===== config.mk =====
export PLATFORM = sky130hd
export DESIGN_NAME = mrsc_top
export DESIGN_NICKNAME = d
export VERILOG_FILES = /design/src/rtl/mrsc_pkg.sv /design/src/rtl/mrsc_top.sv
export VERILOG_INCLUDE_DIRS = /design/src /design/src/rtl
export SDC_FILE = /design/constraint.sdc
export NUM_CORES = 1
export LEC_CHECK = 0
export BUFFER_PORTS_ARGS = -buffer_cell sky130_fd_sc_hd__buf_2
export CAP_MARGIN = 20
export CORE_ASPECT_RATIO = 1.1
export CORE_MARGIN = 8
export CORE_UTILIZATION = 40
export CTS_BUF_LIST = sky130_fd_sc_hd__clkbuf_16
export DETAILED_ROUTE_END_ITERATION = 8
export SYNTH_ARGS = -nofsm -noshare
export SYNTH_HDL_FRONTEND = slang
export SYNTH_SLANG_ARGS = --single-unit
export TNS_END_PERCENT = 10

===== constraint.sdc =====
create_clock -name clk_in -period 3 [get_ports clk_in]
set_input_delay 0.15 -clock clk_in [delete_from_list [all_inputs] [get_ports clk_in]]
set_output_delay 0.15 -clock clk_in [all_outputs]
set_load 0.1 [all_outputs]

===== src/rtl/mrsc_consts.svh =====
// Purpose: constants of the MIDI receive and sync control block
// Assumes: 40 MHz system clock
// Notes:   data values are 7-bit MIDI data bytes
`ifndef MRSC_CONSTS_SVH
`define MRSC_CONSTS_SVH

`define MRSC_CLK_HZ          40000000
`define MRSC_NOTE_LO         7'h12
`define MRSC_NOTE_HI         7'h4B
`define MRSC_NOTE_ENV        7'h00
`define MRSC_HALF            7'h40
`define MRSC_CC_CUTOFF       7'h4A
`define MRSC_CC_ENV          7'h50
`define MRSC_PROG_MAX        7'h0F
`define MRSC_ST_NOTE_OFF     4'h8
`define MRSC_ST_NOTE_ON      4'h9
`define MRSC_ST_CC           4'hB
`define MRSC_ST_PC           4'hC
`define MRSC_ST_CHPRESS      4'hD
`define MRSC_RT_CLOCK        8'hF8
`define MRSC_RT_START        8'hFA
`define MRSC_RT_CONT         8'hFB
`define MRSC_RT_STOP         8'hFC
`define MRSC_SX_START        8'hF0
`define MRSC_SX_END          8'hF7
`define MRSC_SX_TYPE_BANK    7'h01
`define MRSC_SX_TYPE_STATE   7'h02
`define MRSC_CHAN_RST        4'h0
`define MRSC_CLK_TIMEOUT_MS  100
`define MRSC_CLK_TIMEOUT_CYC (`MRSC_CLK_TIMEOUT_MS * (`MRSC_CLK_HZ / 1000))
`define MRSC_INT_TICK_CYC    833333

`endif


===== src/rtl/mrsc_pkg.sv =====
// Purpose: types of the MIDI receive and sync control block
// Assumes: constants live in mrsc_consts.svh
// Notes:   none
package mrsc_pkg;

  typedef enum logic [1:0] {SRC_INT, SRC_MIDI, SRC_DIN} mrsc_src_e;
  typedef enum logic [1:0] {LOCK_NONE, LOCK_DIN, LOCK_USB} mrsc_lock_e;

  typedef struct packed {
    logic       vld;
    logic [7:0] st;
    logic [6:0] d1;
    logic [6:0] d2;
  } mrsc_msg_s;

  typedef struct packed {
    mrsc_src_e  sync_sel;
    logic [3:0] receive_channel;
    logic [3:0] transmit_channel;
    logic       usb_en;
    logic       clk_out_en;
    logic       pc_rx_en;
    logic       pc_tx_en;
  } mrsc_cfg_s;

  typedef struct packed {
    logic       vld;
    logic [3:0] chan;
    logic [6:0] prog;
    logic       usb;
  } mrsc_pc_s;

  typedef struct packed {
    logic       vld;
    logic       state;
    logic [2:0] bank;
    logic       usb;
  } mrsc_dump_s;

  typedef struct packed {
    logic       vld;
    logic       full;
    logic [2:0] bank;
    logic [6:0] data;
  } mrsc_mem_s;

endpackage : mrsc_pkg


===== src/rtl/mrsc_top.sv =====
// Purpose: MIDI receive interpreter and sequencer sync control
// Assumes: byte streams come from UART/USB logic on clk_in; sync pins are async
// Notes:   one message is interpreted per cycle, DIN first
// Function
// - accept pitches 18..75; note overlapping a held note plays as slide
// - velocity 0..63 no accent, 64..127 accent
// - controller 74 value sets filter cutoff
// - note number 0 triggers modulation envelope
// - controller 80 high fires once; re-armed only by a low value
// - sync source internal, MIDI or five-pin; MIDI by default
// - under MIDI sync, Start or Continue starts playback
// - after Start, tempo follows MIDI timing clock
// - Stop returns tempo to internal clock without halting
// - internal tempo generator always runs; local run works anytime
// - Start while running switches to MIDI clock without stopping
// - Start during playback restarts pattern at first step
// - merge DIN and USB clock; lock first source, switch when it stops
// - five-pin sync clock always out; MIDI clock out switchable
// - separate receive and transmit channels 1..16
// - with USB enabled, SysEx and program change go out on USB
// - program 1..16 selects pattern in bank; others ignored
// - optionally send program change on pattern change
// - bank send dumps the currently selected bank
// - received bank dump goes to the bank it came from
// - machine-state dump overwrites everything
`timescale 1ns/10ps
`include "mrsc_consts.svh"

module mrsc_top #(
  parameter int CLK_TIMEOUT_CYC = `MRSC_CLK_TIMEOUT_CYC,
  parameter int INT_TICK_CYC    = `MRSC_INT_TICK_CYC
) (
  input  wire logic             clk_in,
  input  wire logic             nrst_in,
  input  wire logic [7:0]       din_byte_in,
  input  wire logic             din_vld_in,
  output logic                  din_rdy_out,
  input  wire logic [7:0]       usb_byte_in,
  input  wire logic             usb_vld_in,
  output logic                  usb_rdy_out,
  input  wire mrsc_pkg::mrsc_cfg_s cfg_in,
  input  wire logic             cfg_load_in,
  input  wire logic             run_btn_in,
  input  wire logic             pat_load_in,
  input  wire logic [3:0]       pat_in,
  input  wire logic             bank_send_in,
  input  wire logic             state_send_in,
  input  wire logic [2:0]       bank_in,
  input  wire logic             sync_clk_pin_in,
  input  wire logic             sync_run_pin_in,
  output mrsc_pkg::mrsc_cfg_s   cfg_out,
  output logic [6:0]            note_out,
  output logic                  gate_out,
  output logic                  accent_out,
  output logic                  slide_out,
  output logic                  note_strobe_out,
  output logic                  env_trig_out,
  output logic [6:0]            cutoff_out,
  output logic [3:0]            pattern_out,
  output logic                  running_out,
  output mrsc_pkg::mrsc_src_e   tempo_src_out,
  output logic                  seq_tick_out,
  output logic                  restart_out,
  output logic                  sync_clk_out,
  output logic                  midi_clk_tx_out,
  output mrsc_pkg::mrsc_pc_s    pc_tx_out,
  output mrsc_pkg::mrsc_dump_s  dump_send_out,
  output mrsc_pkg::mrsc_mem_s   mem_wr_out
);

  function automatic logic two_data(input logic [7:0] st);
    two_data = (st[7:4] != `MRSC_ST_PC) && (st[7:4] != `MRSC_ST_CHPRESS);
  endfunction : two_data
  function automatic logic is_chan(input logic [7:0] st, input logic [3:0] hi,
                                   input logic [3:0] ch);
    is_chan = (st[7:4] == hi) && (st[3:0] == ch);
  endfunction : is_chan
  // byte parsers, one per source; each holds one finished message
  logic [7:0]        src_byte [2];
  logic              src_vld  [2];
  logic              free     [2];
  logic              take     [2];
  mrsc_pkg::mrsc_msg_s pend   [2];
  assign src_byte[0] = din_byte_in;
  assign src_byte[1] = usb_byte_in;
  assign src_vld[0]  = din_vld_in;
  assign src_vld[1]  = usb_vld_in;
  assign din_rdy_out = free[0];
  assign usb_rdy_out = free[1];
  genvar g;
  generate
    for (g = 0; g < 2; g++) begin : g_parse
      logic [7:0] run_st;
      logic [6:0] db;
      logic       have;
      logic [1:0] sx;
      wire        acc  = src_vld[g] && free[g];
      wire  [7:0] b    = src_byte[g];
      // usb bytes are drained but dropped while USB MIDI is off
      wire        keep = (g == 0) || cfg_out.usb_en;
      always_ff @(posedge clk_in or negedge nrst_in) begin
        if (!nrst_in) begin
          run_st <= 8'h00;
          db     <= 7'h00;
          have   <= 1'b0;
          sx     <= 2'h0;
          free[g] <= 1'b1;
          pend[g] <= '0;
        end else begin
          if (take[g]) begin
            free[g] <= 1'b1;
          end
          if (acc) begin
            if (b[7] && b >= `MRSC_RT_CLOCK) begin
              pend[g] <= '{1'b1, b, 7'h00, 7'h00};
              free[g] <= !keep;
            end else if (b == `MRSC_SX_START) begin
              sx     <= 2'h1;
              run_st <= 8'h00;
            end else if (b[7]) begin
              if (sx != 2'h0 && b == `MRSC_SX_END) begin
                pend[g] <= '{1'b1, b, 7'h00, 7'h00};
                free[g] <= !keep;
              end
              sx     <= 2'h0;
              have   <= 1'b0;
              run_st <= (b < `MRSC_SX_START) ? b : 8'h00;
            end else if (sx != 2'h0) begin
              pend[g] <= '{1'b1, `MRSC_SX_START, b[6:0], {5'h00, sx}};
              free[g] <= !keep;
              sx      <= (sx == 2'h3) ? sx : sx + 2'h1;
            end else if (run_st != 8'h00) begin
              if (two_data(run_st) && !have) begin
                db   <= b[6:0];
                have <= 1'b1;
              end else begin
                pend[g] <= '{1'b1, run_st, two_data(run_st) ? db : b[6:0], b[6:0]};
                free[g] <= !keep;
                have    <= 1'b0;
              end
            end
          end
        end
      end
    end
  endgenerate
  // arbiter: DIN message first, USB waits one cycle
  wire  sel_usb = free[0];
  assign take[0] = !free[0];
  assign take[1] = free[0] && !free[1];
  mrsc_pkg::mrsc_msg_s m;
  assign m = sel_usb ? (free[1] ? '0 : pend[1]) : pend[0];
  // message classes
  wire [3:0] rxc     = cfg_out.receive_channel;
  wire       on_msg  = m.vld && is_chan(m.st, `MRSC_ST_NOTE_ON, rxc);
  wire       off_msg = m.vld && (is_chan(m.st, `MRSC_ST_NOTE_OFF, rxc)
                                 || (on_msg && m.d2 == 7'h00));
  wire       note_on = on_msg && m.d2 != 7'h00;
  wire       in_rng  = m.d1 >= `MRSC_NOTE_LO && m.d1 <= `MRSC_NOTE_HI;
  wire       note_go = note_on && in_rng;
  wire       env_nt  = note_on && m.d1 == `MRSC_NOTE_ENV;
  wire       cc      = m.vld && is_chan(m.st, `MRSC_ST_CC, rxc);
  wire       cc_cut  = cc && m.d1 == `MRSC_CC_CUTOFF;
  wire       cc_env  = cc && m.d1 == `MRSC_CC_ENV;
  wire       pc_ok   = m.vld && is_chan(m.st, `MRSC_ST_PC, rxc)
                       && cfg_out.pc_rx_en && m.d1 <= `MRSC_PROG_MAX;
  wire       sx_dat  = m.vld && m.st == `MRSC_SX_START;
  wire       rt_start = m.vld && m.st == `MRSC_RT_START;
  wire       rt_cont  = m.vld && m.st == `MRSC_RT_CONT;
  wire       rt_stop  = m.vld && m.st == `MRSC_RT_STOP;
  wire       rt_clk   = m.vld && m.st == `MRSC_RT_CLOCK;
  wire       sel_midi = cfg_out.sync_sel == mrsc_pkg::SRC_MIDI;
  wire       sel_din  = cfg_out.sync_sel == mrsc_pkg::SRC_DIN;
  always_ff @(posedge clk_in or negedge nrst_in) begin
    if (!nrst_in) begin
      cfg_out <= '{mrsc_pkg::SRC_MIDI, `MRSC_CHAN_RST, `MRSC_CHAN_RST,
                   1'b0, 1'b0, 1'b0, 1'b0};
    end else if (cfg_load_in) begin
      cfg_out <= cfg_in;
    end
  end
  // voice
  logic env_arm;
  always_ff @(posedge clk_in or negedge nrst_in) begin
    if (!nrst_in) begin
      note_out        <= `MRSC_NOTE_LO;
      gate_out        <= 1'b0;
      accent_out      <= 1'b0;
      slide_out       <= 1'b0;
      note_strobe_out <= 1'b0;
      env_trig_out    <= 1'b0;
      env_arm         <= 1'b1;
      cutoff_out      <= 7'h00;
    end else begin
      note_strobe_out <= note_go;
      if (note_go) begin
        note_out   <= m.d1;
        gate_out   <= 1'b1;
        slide_out  <= gate_out;
        accent_out <= m.d2 >= `MRSC_HALF;
      end else if (off_msg && m.d1 == note_out) begin
        gate_out <= 1'b0;
      end
      if (cc_cut) begin
        cutoff_out <= m.d2;
      end
      if (cc_env) begin
        env_arm <= m.d2 < `MRSC_HALF;
      end
      env_trig_out <= env_nt || (cc_env && env_arm && m.d2 >= `MRSC_HALF);
    end
  end
  // clock merge: first source locks, other is discarded until timeout
  mrsc_pkg::mrsc_lock_e lock;
  logic [31:0]          lock_cnt;
  wire  this_src = sel_usb ? (lock == mrsc_pkg::LOCK_USB) : (lock == mrsc_pkg::LOCK_DIN);
  wire  clk_ok   = rt_clk && (lock == mrsc_pkg::LOCK_NONE || this_src);
  always_ff @(posedge clk_in or negedge nrst_in) begin
    if (!nrst_in) begin
      lock     <= mrsc_pkg::LOCK_NONE;
      lock_cnt <= 32'h0;
    end else if (clk_ok) begin
      lock     <= sel_usb ? mrsc_pkg::LOCK_USB : mrsc_pkg::LOCK_DIN;
      lock_cnt <= 32'h0;
    end else if (lock != mrsc_pkg::LOCK_NONE) begin
      if (lock_cnt >= 32'(CLK_TIMEOUT_CYC - 1)) begin
        lock <= mrsc_pkg::LOCK_NONE;
      end
      lock_cnt <= lock_cnt + 32'h1;
    end
  end
  // internal tempo, never stopped
  logic [31:0] int_cnt;
  wire         int_tick = int_cnt == 32'(INT_TICK_CYC - 1);
  always_ff @(posedge clk_in or negedge nrst_in) begin
    if (!nrst_in) begin
      int_cnt <= 32'h0;
    end else begin
      int_cnt <= int_tick ? 32'h0 : int_cnt + 32'h1;
    end
  end
  // five-pin link inputs: two flops before use
  logic [1:0] clk_sy;
  logic [1:0] run_sy;
  logic       clk_d;
  logic       run_d;
  always_ff @(posedge clk_in or negedge nrst_in) begin
    if (!nrst_in) begin
      clk_sy <= 2'h0;
      run_sy <= 2'h0;
      clk_d  <= 1'b0;
      run_d  <= 1'b0;
    end else begin
      clk_sy <= {clk_sy[0], sync_clk_pin_in};
      run_sy <= {run_sy[0], sync_run_pin_in};
      clk_d  <= clk_sy[1];
      run_d  <= run_sy[1];
    end
  end
  wire din_tick = clk_sy[1] && !clk_d;
  wire din_rise = sel_din && run_sy[1] && !run_d;
  wire din_fall = sel_din && !run_sy[1] && run_d;
  // sequencer run state and tempo source
  wire midi_go   = sel_midi && (rt_start || rt_cont);
  wire midi_rst  = sel_midi && rt_start && running_out;
  wire tick_any  = (tempo_src_out == mrsc_pkg::SRC_MIDI) ? clk_ok :
                   (tempo_src_out == mrsc_pkg::SRC_DIN)  ? din_tick : int_tick;
  always_ff @(posedge clk_in or negedge nrst_in) begin
    if (!nrst_in) begin
      running_out     <= 1'b0;
      tempo_src_out   <= mrsc_pkg::SRC_INT;
      seq_tick_out    <= 1'b0;
      restart_out     <= 1'b0;
      sync_clk_out    <= 1'b0;
      midi_clk_tx_out <= 1'b0;
    end else begin
      restart_out     <= midi_rst || din_rise;
      seq_tick_out    <= running_out && tick_any;
      sync_clk_out    <= tick_any;
      midi_clk_tx_out <= tick_any && cfg_out.clk_out_en;
      if (midi_go || din_rise) begin
        running_out <= 1'b1;
      end else if (run_btn_in) begin
        running_out <= !running_out;
      end
      if (sel_midi && rt_start) begin
        tempo_src_out <= mrsc_pkg::SRC_MIDI;
      end else if (din_rise) begin
        tempo_src_out <= mrsc_pkg::SRC_DIN;
      end else if ((sel_midi && rt_stop) || din_fall || !cfg_out.sync_sel[1] && !sel_midi) begin
        tempo_src_out <= mrsc_pkg::SRC_INT;
      end
    end
  end
  // patterns, program change out, dumps
  wire       pat_chg = pc_ok || pat_load_in;
  wire [3:0] pat_new = pc_ok ? m.d1[3:0] : pat_in;
  logic       sx_full;
  logic [2:0] sx_bank;
  always_ff @(posedge clk_in or negedge nrst_in) begin
    if (!nrst_in) begin
      pattern_out   <= 4'h0;
      pc_tx_out     <= '0;
      dump_send_out <= '0;
      mem_wr_out    <= '0;
      sx_full       <= 1'b0;
      sx_bank       <= 3'h0;
    end else begin
      if (pat_chg) begin
        pattern_out <= pat_new;
      end
      pc_tx_out <= '{pat_chg && pat_new != pattern_out && cfg_out.pc_tx_en,
                     cfg_out.transmit_channel, {3'h0, pat_new},
                     cfg_out.usb_en};
      dump_send_out <= '{bank_send_in || state_send_in, state_send_in,
                         bank_in, cfg_out.usb_en};
      mem_wr_out.vld <= 1'b0;
      if (sx_dat && m.d2 == 7'h01) begin
        sx_full <= m.d1 == `MRSC_SX_TYPE_STATE;
      end else if (sx_dat && m.d2 == 7'h02 && !sx_full) begin
        sx_bank <= m.d1[2:0];
      end else if (sx_dat) begin
        mem_wr_out <= '{1'b1, sx_full, sx_bank, m.d1};
      end
    end
  end
endmodule : mrsc_top


==> metrics.txt <==
DR iter-0 viols between 400 and 500; R2R cell count 6; clock root cell clkbuf_16; Post-DRT Antenna Nets 0; FF+latch count, synth about 230; H-tree Lvls 1; CTS Buf Count 26; vias post-DR 8,108; clock network power share between 30% and 40%; Post-Synth Simple-Gate Area between 10% and 20%; Tcrit/Tclk final 94.3%; outcome finished, final reports clean; CTS resizes 0; Max-slew headroom 47.9%; RSZ-0062 raised after global routing false; Worst Setup Start Kind register; 1st-pass router iterations 5; Synth Area in Adders less than 1%; total track usage 16.8%; Worst Skew ~9.0 ps; worst-skew pair later-pin latency around 530 ps; Power Density about 730 mW/mm²; Final min period approximately 2800 ps; first-pass GRT wire length 45,400 µm; Slew Viols, Final 0; post-synthesis compound-gate area fraction 10.5%; Comb pwr share approximately a quarter; area leader, netlist dfrtp_1; Die X between 150 and 200 µm; sequential area share after synthesis between 50% and 60%; HPWL Detailed ~20,000 µm; vias per std cell ~5.2; P&R area growth vs syn 21.9%; ant diodes 0; GRT Max-Usage Layer met2; layout cells sized above 1 22.5%; switching share of power 33.4%; Mapped Area 0.0109 mm²; most common cell in the synthesized netlist dfrtp_1; initial antenna violation count 0; Crit path required time 3410 ps; CTS clk-pin slew, worst paths approximately 60 ps; DRC violations left 0; Fillers around 2,500; worst hold path class primary input to register; Crit. End Element register; pin count of the biggest net entering global routing 90; met1 GRT Util a little over a fifth; aggregate negative setup slack 0 ps; Crit path arrival time 3240 ps; Die ar. between 0.03 and 0.04 mm²; synth top area cells dfrtp_1, mux2_2, nand2_1; Initial Utilization 40.6%; Mapped Cells slightly above 1,000; Max Clk Rate around 350 MHz; Die H 189 µm; TritonCTS clock tree built; actual slew at the worst max-slew pin slightly below 800 ps; P_leak 0.00623 µW; hold depth 2; Distinct cells, synth 72; clock sinks ~230; ys async rst share 100%; Routed WL roughly 28,000 µm; Synth top cells by count dfrtp_1, nand2_1, nor2_1; Fin. Hold Viols 0; register share of total power between 40% and 50%; top-area cell type share of the netlist area between 50 and 60%; critical path class register to register; number of synthesized flops with an enable pin 0; vias in the first global route between 8,000 and 9,000; net switching power 3260 µW; Yosys Warn Count 0; M3 GR Usage roughly 2.8%; remaining global-route overflow 0; Core Region approximately 0.027 mm²; Final setup viols 0; P_int about 6500 µW; Placer Congestion 0.851; worst vdd ir about 0.5 mV; num ports between 100 and 150; dpl ws 208 ps; wire per inst 17.7 µm; max_cap viols 0; clk buf depth 3; Most used DFF post-synth dfrtp_1; mux contribution to synthesized area a little under a tenth; Syn Area/Cell 10.7 µm²; Synth Area in XOR/XNOR about 6.2%; final worst slack ~170 ps; CP Max Fanout 23; port bufs 121; Final nets between 1,000 and 1,500; row count 63; met2 usage between 20 and 30%; largest family of logic cells by synthesized area simple AND/OR/NAND/NOR gates
[sequential cells by signal, summed over array words and instances, names as in the netlist, 2 cells and up]
register        cells
rxc                 4
run_sy              2
sx_bank             3
g_parse.sx          4
mem_wr_out         12
pend               46
g_parse.run_st     16
dump_send_out       6
lock                2
g_parse.have        2
cutoff_out          7
clk_sy              2
note_out            7
pattern_out         4
g_parse.db         14
int_cnt            32
lock_cnt           32
pc_tx_out           9
cfg_out             9
tempo_src_out       2
[per-layer routing]
layer / vias to the layer above / routed length (µm)
li1: 3973 / -
met1: 3972 / 12300
met2: 138 / 13900
met3: 25 / 1030
met4: 0 / 424
met5: - / 0
[placed cells by master, fill, tap and decap left out, types with 5 or more instances in the layout]
master / Yosys / routed
nor3b_1: 5 / 5
nand2_1: 111 / 111
xnor2_1: 45 / 45
clkbuf_16: 0 / 27
o21bai_1: 5 / 5
or3_1: 10 / 10
nor2b_1: 14 / 14
o22ai_1: 6 / 6
and4_1: 11 / 11
inv_1: 21 / 22
and2_1: 6 / 6
a21o_1: 7 / 7
ha_1: 7 / 7
buf_2: 9 / 120
dlygate4sd3_1: 0 / 42
dfstp_2: 6 / 6
xor2_1: 33 / 33
clkinv_2: 0 / 8
a21oi_1: 25 / 25
nand3_1: 33 / 33
o31ai_1: 22 / 22
a22oi_1: 9 / 9
nor3_1: 13 / 13
buf_4: 5 / 21
bufinv_16: 0 / 5
nand2b_1: 5 / 5
nor4_1: 17 / 16
a31oi_1: 6 / 6
a22o_1: 16 / 16
o41ai_1: 5 / 5
nor2_1: 78 / 78
and3_1: 11 / 11
dfrtp_1: 226 / 226
mux2_2: 65 / 65
mux2i_1: 27 / 27
o21ai_0: 47 / 47
nand4_1: 22 / 22
[final cells by class]
| type | instances | area [µm²] | share of cell area, % |
|---|---|---|---|
| Clock buffer | 27 | 676 | 5.07 |
| Clock inverter | 21 | 231 | 1.74 |
| Inverter | 22 | 82.6 | 0.620 |
| Multi-Input combinational cell | 722 | 4840 | 36.3 |
| Sequential cell | 232 | 5810 | 43.6 |
| Tap cell | 357 | 447 | 3.35 |
| Timing Repair Buffer | 186 | 1230 | 9.26 |
[cells by family after synthesis]
family | count (synthesis)
other cells | 1
xor+xnor | 78
flops | 232
buf+inv | 69
fa+ha+maj | 7
simple gates | 369
compound gates | 173
mux | 92
[what timing repair did]
item                      in CTS  in global routing
setup buffers                  0                  0
hold endpoints to repair     150                  0
hold buffers                  42                  0
[power by group through the flow]
stage	Combinational, µW	Sequential [µW]	Clock, µW
2_1_floorplan	1310	4410	0
3_3_place_gp	2210	4190	0
3_5_place_dp	2250	4200	0
4_1_cts	2300	4140	3470
5_1_grt	2520	4200	3580
6_report	2280	4140	3360
[critical path, cell delays in order (launching register included)]
cell and delay [ps]:
dfstp_2 770, nor2b_1 270, buf_4 210, a21oi_1 100, or4_1 530, nor4_4 430, mux2_2 400
[metrics by stage]
| step | power, µW | util (%) | hold slack (ps) | std cells | cell area (µm²) |
|---|---|---|---|---|---|
| 6_report | 9770 | 49.4 | 58.6 | 1567 | 13300 |
| 5_1_grt | 10300 | 49.4 | 74.9 | 1567 | 13300 |
| 4_1_cts | 9900 | 49.4 | 28.8 | 1567 | 13300 |
| 3_5_place_dp | 6440 | 44.5 | 223 | 1477 | 12000 |
| 3_3_place_gp | 6400 | 44.5 | 220 | 1477 | 12000 |
| 2_1_floorplan | 5710 | - | -146 | 1023 | 10900 |
[worst paths after layout]
kind | from | endpoint | slack [ps]
setup / recovery | din_rdy_out | cutoff_out[4] | 170
hold / removal | din_byte_in[7] | g_parse[0].sx[1] | 60
setup reg to reg | din_rdy_out | cutoff_out[4] | 170
hold reg to reg | run_sy[0] | run_sy[1] | 350
max in group asynchronous | nrst_in | env_arm | 1970
min in group asynchronous | nrst_in | int_cnt[29] | 240
No activity file was read; power rests on OpenSTA's default activity.
